### config.mk
export PLATFORM = sky130hd
export DESIGN_NAME = cbte_bit_timing
export DESIGN_NICKNAME = d
export VERILOG_FILES = /design/src/pkg/cbte_pkg.sv /design/src/rtl/cbte_bit_timing.sv
export SDC_FILE = /design/constraint.sdc
export NUM_CORES = 1
export LEC_CHECK = 0
export ABC_AREA = 1
export BUFFER_PORTS_ARGS = -buffer_cell sky130_fd_sc_hd__clkbuf_2
export CAP_MARGIN = 25
export CORE_ASPECT_RATIO = 0.6
export CORE_MARGIN = 4
export CORE_UTILIZATION = 55
export CTS_BUF_LIST = sky130_fd_sc_hd__clkbuf_8
export CTS_CLUSTER_DIAMETER = 200
export DETAILED_ROUTE_END_ITERATION = 12
export PLACE_DENSITY = 0.76
export SLEW_MARGIN = 20
export SYNTH_ARGS = -nofsm -noshare
export SYNTH_HDL_FRONTEND = slang
export SYNTH_SLANG_ARGS = --single-unit
### constraint.sdc
create_clock -name clk -period 7.2 [get_ports clk]
set_input_delay 1.08 -clock clk [delete_from_list [all_inputs] [get_ports clk]]
set_output_delay 1.08 -clock clk [all_outputs]
set_load 0.01 [all_outputs]
### src/pkg/cbte_pkg.sv
// Purpose: shared constants and types of the can bit timing engine
// Assumes: 8-bit register port, three timing registers
// Notes: field positions follow the three control registers
package cbte_pkg;
   localparam int unsigned CBTE_ADDR_W = 2;
   localparam int unsigned CBTE_DATA_W = 8;
   // register addresses
   localparam logic [1:0] CBTE_ADDR_ONE = 2'h0;
   localparam logic [1:0] CBTE_ADDR_TWO = 2'h1;
   localparam logic [1:0] CBTE_ADDR_THREE = 2'h2;
   localparam logic [1:0] CBTE_ADDR_STATUS = 2'h3;
   // reset values
   localparam logic [7:0] CBTE_ONE_RST = 8'h00;
   localparam logic [7:0] CBTE_TWO_RST = 8'h00;
   localparam logic [7:0] CBTE_THREE_RST = 8'h00;
   // field positions: one = {jump[7:6], prescaler[5:0]}
   localparam int unsigned CBTE_PRESC_LSB = 0;
   localparam int unsigned CBTE_PRESC_W = 6;
   localparam int unsigned CBTE_JUMP_LSB = 6;
   localparam int unsigned CBTE_JUMP_W = 2;
   // two = {src[7], triple[6], phase1[5:3], prop[2:0]}
   localparam int unsigned CBTE_PROP_LSB = 0;
   localparam int unsigned CBTE_PH1_LSB = 3;
   localparam int unsigned CBTE_TRIPLE_BIT = 6;
   localparam int unsigned CBTE_SRC_BIT = 7;
   // three = {phase2_len_field[2:0]}
   localparam int unsigned CBTE_PH2_LSB = 0;
   localparam int unsigned CBTE_SEG_W = 3;
   localparam int unsigned CBTE_CNT_W = 5;
   localparam logic [4:0] CBTE_SYNC_TQ = 5'h01;
   localparam logic [4:0] CBTE_IPT_TQ = 5'h02;

   typedef struct packed {
      logic [CBTE_PRESC_W-1:0] quantum_prescaler;
      logic [CBTE_JUMP_W-1:0] resync_jump_sel;
      logic [CBTE_SEG_W-1:0] propagation_len;
      logic [CBTE_SEG_W-1:0] phase1_len;
      logic [CBTE_SEG_W-1:0] phase2_len_field;
      logic triple_sample_en;
      logic phase2_source_sel;
   } cbte_timing_type;

   typedef struct packed {
      logic bit_start;
      logic sample_point;
      logic rx_bit;
   } cbte_bit_type;

   typedef enum logic [1:0] {
      CBTE_SEG_SYNC,
      CBTE_SEG_PROP,
      CBTE_SEG_PH1,
      CBTE_SEG_PH2
   } cbte_seg_type;
endpackage

### src/rtl/cbte_bit_timing.sv
// Purpose: time quantum divider, nominal bit segmenting and bus sampling
// Assumes: config_mode comes from the controller mode logic on clk
// Notes: registers reached over a plain address/strobe port
//
// Notes on behaviour
// RQ1 - software keeps propagation plus phase 1 at least phase 2
// RQ2 - software keeps phase 2 at least the resync jump width
// RQ3 - timing registers take writes only in configuration mode
// RQ4 - prescaler field sets the divider giving one time quantum
// RQ5 - two-bit field selects resync jump width in whole quanta
// RQ6 - propagation and phase 1 lengths come from their own fields
// RQ7 - the sample point sits at the end of phase 1
// RQ8 - triple mode samples twice at half-quantum steps, then at sample point
// RQ9 - triple mode result is the majority of three samples
// RQ10 - single mode samples the pin once at the sample point
// RQ11 - source bit 1 takes phase 2 length from its three-bit field
// RQ12 - source bit 0 takes max of phase 1 and two quanta
// RQ13 - source bit 0 ignores the phase 2 field completely
// RQ14 - software should use a jump width of one, larger only for bad clocks
// RQ15 - quantum is two times prescaler plus one oscillator periods
// RQ16 - bit is sync, propagation, phase 1, phase 2; length is their sum
//
// Chosen here: the placing of the registers and strobed register access.
`timescale 1ns/1ps
module cbte_bit_timing
   import cbte_pkg::*;
(
   // clock and reset
   input wire logic clk,
   input wire logic srst,
   // mode
   input wire logic config_mode,
   // register port
   input wire logic [CBTE_ADDR_W-1:0] reg_addr,
   input wire logic [CBTE_DATA_W-1:0] reg_wdata,
   input wire logic reg_wr,
   input wire logic reg_rd,
   output logic [CBTE_DATA_W-1:0] reg_rdata,
   // bus pin
   input wire logic bus_receive_pin,
   // bit stream
   output cbte_bit_type bit_out,
   output logic [CBTE_JUMP_W:0] resync_jump_tq,
   output logic [CBTE_CNT_W-1:0] bit_len_tq
);
   logic [CBTE_DATA_W-1:0] bit_timing_ctrl_one_reg;
   logic [CBTE_DATA_W-1:0] bit_timing_ctrl_two_reg;
   logic [CBTE_DATA_W-1:0] bit_timing_ctrl_three_reg;
   cbte_timing_type cfg;
   logic rx_meta_reg;
   logic rx_sync_reg;
   logic [CBTE_PRESC_W:0] half_cnt_reg;
   logic half_tick;
   logic half_phase_reg;
   logic tq_tick;
   cbte_seg_type seg_reg;
   logic [CBTE_CNT_W-1:0] seg_cnt_reg;
   logic [CBTE_CNT_W-1:0] seg_len;
   logic [CBTE_CNT_W-1:0] phase1_tq;
   logic [CBTE_CNT_W-1:0] phase2_len;
   logic [2:0] samples_reg;
   logic last_ph1_tq;

   // field decode
   always_comb begin
      cfg.quantum_prescaler = bit_timing_ctrl_one_reg[CBTE_PRESC_LSB +: CBTE_PRESC_W]; // [RQ4]
      cfg.resync_jump_sel = bit_timing_ctrl_one_reg[CBTE_JUMP_LSB +: CBTE_JUMP_W]; // [RQ5]
      cfg.propagation_len = bit_timing_ctrl_two_reg[CBTE_PROP_LSB +: CBTE_SEG_W]; // [RQ6]
      cfg.phase1_len = bit_timing_ctrl_two_reg[CBTE_PH1_LSB +: CBTE_SEG_W]; // [RQ6]
      cfg.triple_sample_en = bit_timing_ctrl_two_reg[CBTE_TRIPLE_BIT];
      cfg.phase2_source_sel = bit_timing_ctrl_two_reg[CBTE_SRC_BIT];
      cfg.phase2_len_field = bit_timing_ctrl_three_reg[CBTE_PH2_LSB +: CBTE_SEG_W];
   end

   // register writes, only while in configuration mode
   always_ff @(posedge clk) begin
      if (srst) begin
         bit_timing_ctrl_one_reg <= CBTE_ONE_RST;
         bit_timing_ctrl_two_reg <= CBTE_TWO_RST;
         bit_timing_ctrl_three_reg <= CBTE_THREE_RST;
      end else if (reg_wr && config_mode) begin // [RQ3]
         unique case (reg_addr)
            CBTE_ADDR_ONE: bit_timing_ctrl_one_reg <= reg_wdata;
            CBTE_ADDR_TWO: bit_timing_ctrl_two_reg <= reg_wdata;
            CBTE_ADDR_THREE: bit_timing_ctrl_three_reg <= {5'h00, reg_wdata[CBTE_SEG_W-1:0]};
            default: begin
            end
         endcase
      end
   end

   // read data one cycle after the strobe; status shows the running segment
   always_ff @(posedge clk) begin
      if (srst) begin
         reg_rdata <= '0;
      end else if (reg_rd) begin
         unique case (reg_addr)
            CBTE_ADDR_ONE: reg_rdata <= bit_timing_ctrl_one_reg;
            CBTE_ADDR_TWO: reg_rdata <= bit_timing_ctrl_two_reg;
            CBTE_ADDR_THREE: reg_rdata <= bit_timing_ctrl_three_reg;
            default: reg_rdata <= {3'h0, seg_reg, samples_reg};
         endcase
      end else begin
         reg_rdata <= '0;
      end
   end

   // two-flop synchroniser on the bus pin
   always_ff @(posedge clk) begin
      if (srst) begin
         rx_meta_reg <= 1'b1;
         rx_sync_reg <= 1'b1;
      end else begin
         rx_meta_reg <= bus_receive_pin;
         rx_sync_reg <= rx_meta_reg;
      end
   end

   // half-quantum divider: prescaler+1 clocks per half, so a quantum is 2*(p+1)
   assign half_tick = (half_cnt_reg == {1'b0, cfg.quantum_prescaler}); // [RQ15]
   assign tq_tick = half_tick && half_phase_reg;

   always_ff @(posedge clk) begin
      if (srst || config_mode) begin
         half_cnt_reg <= '0;
         half_phase_reg <= 1'b0;
      end else if (half_tick) begin
         half_cnt_reg <= '0;
         half_phase_reg <= ~half_phase_reg;
      end else begin
         half_cnt_reg <= half_cnt_reg + 1'b1;
      end
   end

   // segment lengths in quanta; fields hold length minus one
   assign phase1_tq = CBTE_CNT_W'(cfg.phase1_len) + 1'b1;
   always_comb begin
      if (cfg.phase2_source_sel) begin
         phase2_len = CBTE_CNT_W'(cfg.phase2_len_field) + 1'b1; // [RQ11]
      end else begin
         // field not consulted at all on this path
         phase2_len = (phase1_tq > CBTE_IPT_TQ) ? phase1_tq : CBTE_IPT_TQ; // [RQ12] [RQ13]
      end
   end

   always_comb begin
      unique case (seg_reg)
         CBTE_SEG_SYNC: seg_len = CBTE_SYNC_TQ;
         CBTE_SEG_PROP: seg_len = CBTE_CNT_W'(cfg.propagation_len) + 1'b1;
         CBTE_SEG_PH1: seg_len = phase1_tq;
         CBTE_SEG_PH2: seg_len = phase2_len;
      endcase
   end

   // segment sequencer
   always_ff @(posedge clk) begin
      if (srst || config_mode) begin
         seg_reg <= CBTE_SEG_SYNC;
         seg_cnt_reg <= '0;
      end else if (tq_tick) begin
         if (seg_cnt_reg == seg_len - 1'b1) begin
            seg_cnt_reg <= '0;
            unique case (seg_reg) // [RQ16]
               CBTE_SEG_SYNC: seg_reg <= CBTE_SEG_PROP;
               CBTE_SEG_PROP: seg_reg <= CBTE_SEG_PH1;
               CBTE_SEG_PH1: seg_reg <= CBTE_SEG_PH2;
               CBTE_SEG_PH2: seg_reg <= CBTE_SEG_SYNC;
            endcase
         end else begin
            seg_cnt_reg <= seg_cnt_reg + 1'b1;
         end
      end
   end

   assign last_ph1_tq = (seg_reg == CBTE_SEG_PH1) && (seg_cnt_reg == phase1_tq - 1'b1);

   // samples at -TQ, -TQ/2 and the sample point at the close of phase 1
   always_ff @(posedge clk) begin
      if (srst) begin
         samples_reg <= 3'h7;
      end else if (last_ph1_tq && half_tick) begin // [RQ8]
         samples_reg <= {samples_reg[1:0], rx_sync_reg};
      end else if (tq_tick && ((seg_reg == CBTE_SEG_PH1 && seg_cnt_reg == phase1_tq - 5'h02) ||
                   (seg_reg == CBTE_SEG_PROP && seg_cnt_reg == seg_len - 1'b1 &&
                    phase1_tq == CBTE_SYNC_TQ))) begin // [RQ8]
         // a one-quantum phase 1 takes its early sample at the close of propagation
         samples_reg <= {samples_reg[1:0], rx_sync_reg};
      end
   end

   // bit stream outputs
   always_ff @(posedge clk) begin
      if (srst) begin
         bit_out <= '{bit_start: 1'b0, sample_point: 1'b0, rx_bit: 1'b1};
      end else begin
         bit_out.bit_start <= tq_tick && (seg_reg == CBTE_SEG_PH2) &&
                              (seg_cnt_reg == seg_len - 1'b1);
         bit_out.sample_point <= last_ph1_tq && tq_tick; // [RQ7]
         if (last_ph1_tq && tq_tick) begin
            if (cfg.triple_sample_en) begin
               bit_out.rx_bit <= (samples_reg[1] & samples_reg[0]) |
                                 (samples_reg[1] & rx_sync_reg) |
                                 (samples_reg[0] & rx_sync_reg); // [RQ9]
            end else begin
               bit_out.rx_bit <= rx_sync_reg; // [RQ10]
            end
         end
      end
   end

   // derived quantities for the rest of the controller; no reset of their own so they
   // already match the reset register values when reset is released
   always_ff @(posedge clk) begin
      resync_jump_tq <= {1'b0, cfg.resync_jump_sel} + 1'b1; // [RQ5]
      bit_len_tq <= CBTE_SYNC_TQ + CBTE_CNT_W'(cfg.propagation_len) + 1'b1 +
                    phase1_tq + phase2_len; // [RQ16]
   end
endmodule

==> flow_summary.toml <==
[power]
p_sw_mw = 0.216
p_leak_nw = 1.78
pwr-share-comb_pct = 14.2
peakVddDrop_mv = 0.128
p_int_mw = 0.573
power_per_cell_area_nw_per_um2 = 215
p_seq_share_pct = 43.8
total_power_mw = 0.789
swShare_pct = 27.4
power_frac_clock_pct = 41.9

[die]
die-area_um2 = 7140
die_w_um = 106
io_pins = 35
core-area_um2 = 5600
rows = 21
start_util_pct = 57.2
dieHeight_um = 67.1

[clock_tree]
cts_max_level = 3
cts.sinks = 58
max-clock-path-buffers = 2
cts_hold_buf = 0
clockRootBuffer = "clkbuf_8"
cts-buffers-inserted = 9
post-cts-setup-buffers = 0
insertion_delay_ns = 0.34
ctsResizeCount = 0
cts_tree = "done"
clkTransAtPathRegs_ns = 0.07

[worst_setup_path]
crit_top_cell = "nand2_1"
arrival_ns = 3.63
critPathMaxStageDelay_ns = 0.49
crit_buf_inv = 6
cp_top_family = "simple AND/OR/NAND/NOR gates"
cp_max_fo = 7
cp.required_ns = 7.44
path_cells = "inv_1 -> ha_1 -> inv_1 -> nand2_1 -> inv_1 -> ha_1 -> nor3_1 -> nand2_1 -> nand3_1 -> nand2_1 -> nand2_1 -> ha_1 -> inv_1 -> nand3_1 -> nand3_1 -> nand2_1 -> nand2_1 -> nor2_4 -> nand3_4 -> nand2_1 -> inv_2 -> nand3_1 -> inv_1"
critPathCaptureType = "flip-flop"
slowest_stage = "dfxtp_1"
worst_setup_path_start_kind = "flip-flop"
path_class = "flip-flop to flip-flop"

[finish]
fin_util_pct = 65.6
final_layout_size_suffix_gt1_share_pct = 14.6
nFillCells = 496
fin_area_um2 = 3670
antenna_cells = 0
syn2layout_area_growth_pct = 14.8
fin_nets = 512

[synthesis]
synth_edf_count = 0
yosys-top-cells-count = "nand2_1, inv_1, dfxtp_1"
synth_top_area_share_pct = 36.3
synth_most_common_cell = "nand2_1"
syn-num-nets = 471
synth_cell_types = 38
yosys-top-cells-area = "dfxtp_1, nand2_1, inv_1, ha_1, nand3_1"
synth.avg_cell_area_um2 = 7.41
async_flop_share_pct = 0
synthFlopType = "dfxtp_1"
yosys.area.top_type = "dfxtp_1"
synth-warning-count = 0
yosysSeqAreaShare_pct = 36.3
ys_ff_latch = 58
synthCells = 432
synthesis.area_um2 = 3200

[sta]
fmax_mhz = 295
worst_pin_slew_ns = 0.634
hold_violations = 0
finalCritPeriodShare_pct = 47.1
holdWs_ns = 0.413
grt_setup_unrepaired = "false"
finalClockSkew_ns = 0.0107
min_period_ns = 3.39
setup_tns_ns = 0
final_max_slew_viol_count = 0
setup_viol = 0
relSlewSlack_pct = 57.7

[grt]
grt_max_degree = 26
grt_use_total_pct = 24.1
grt_pass1_wl_um = 13100
grt_pass1_vias = 2672
gr-total-overflow = 0
antenna_found_initial = 0

[route]
num_vias = 2919
drc = 0
drt_iter0_markers = 253
via_per_inst = 5.23
firstDrtPassIters = 4
ant_nets = 0
wirelength_um = 7830
wl_per_cell_um = 14.0

[placed_design]
hpwl_um = 6170
numPortBuffers = 34
place_area_um2 = 3450
gp_congestion = 1.03

[worst_hold_path]
hold_path_class = "flip-flop to flip-flop"

[status]
outcome = "finished, final reports clean"

[job]
maxCapViolations = 0
==> placed cells by master, fill, tap and decap left out, drive strengths merged, types with 5 or more instances in the layout <==
master / n
nand2: 86
inv: 72
dfxtp: 58
nor2: 47
clkbuf: 43
nand3: 39
o21ai: 27
a21oi: 23
ha: 20
xor2: 12
nor3: 6
o22ai: 6
or2: 5
nand4: 5
==> power by group through the flow <==
stage | Clock, mW | Sequential (mW) | Combinational (mW)
global route | 0.350 | 0.347 | 0.127
finish | 0.331 | 0.346 | 0.112
CTS | 0.334 | 0.346 | 0.112
detailed placement | 0 | 0.353 | 0.111
global placement | 0 | 0.352 | 0.110
floorplan | 0 | 0.356 | 0.0730
==> cell families after synthesis <==
kind of cell	share of synthesized area [%]
simple gates	28.0
fa+ha+maj	10.0
compound gates	12.6
xor+xnor	4.11
mux	0.313
flops	36.3
buf+inv	8.68
==> layer usage <==
layer	track usage, %	wire (um)	part of all wire, %
met1	37.0	4100	52
met2	32.4	2910	37
met3	5.52	721	9.2
met4	7.66	104	1.3
met5	0	0	0
==> worst reg2reg max path, delay by kind of cell (launching register included) <==
family / cells / cell delay (ns)
adders and majority gates: 3 / 0.86
DFF: 1 / 0.49
and+or+nand+nor: 14 / 1.35
buffers and inverters: 6 / 0.58
==> worst paths after layout <==
check	start	end	slack, ns	cells after the start
worst max-delay path	bit_timing_ctrl_two_reg[3]	seg_cnt_reg[4]	3.81	23
worst min-delay path	rx_meta_reg	rx_sync_reg	0.41	1
worst max register to register	bit_timing_ctrl_two_reg[3]	seg_cnt_reg[4]	3.81	23
worst min register to register	rx_meta_reg	rx_sync_reg	0.41	1
==> stage by stage <==
step	setup slack (ns)	std cells
5_1_grt	3.52	558
3_3_place_gp	4.02	542
6_report	3.81	558
3_5_place_dp	3.88	542
4_1_cts	3.86	558
2_1_floorplan	4.23	432
==> final cells by class <==
type	instances	area, um^2	area share (%)
tap	80	100	2.73
timing repair buffer	34	170	4.63
clock buffer	9	124	3.37
sequential	58	1160	31.6
clock inverter	7	93.8	2.56
inverter	70	263	7.16
multi-input combinational	300	1760	47.9
Power figures use the tool's default switching activity.
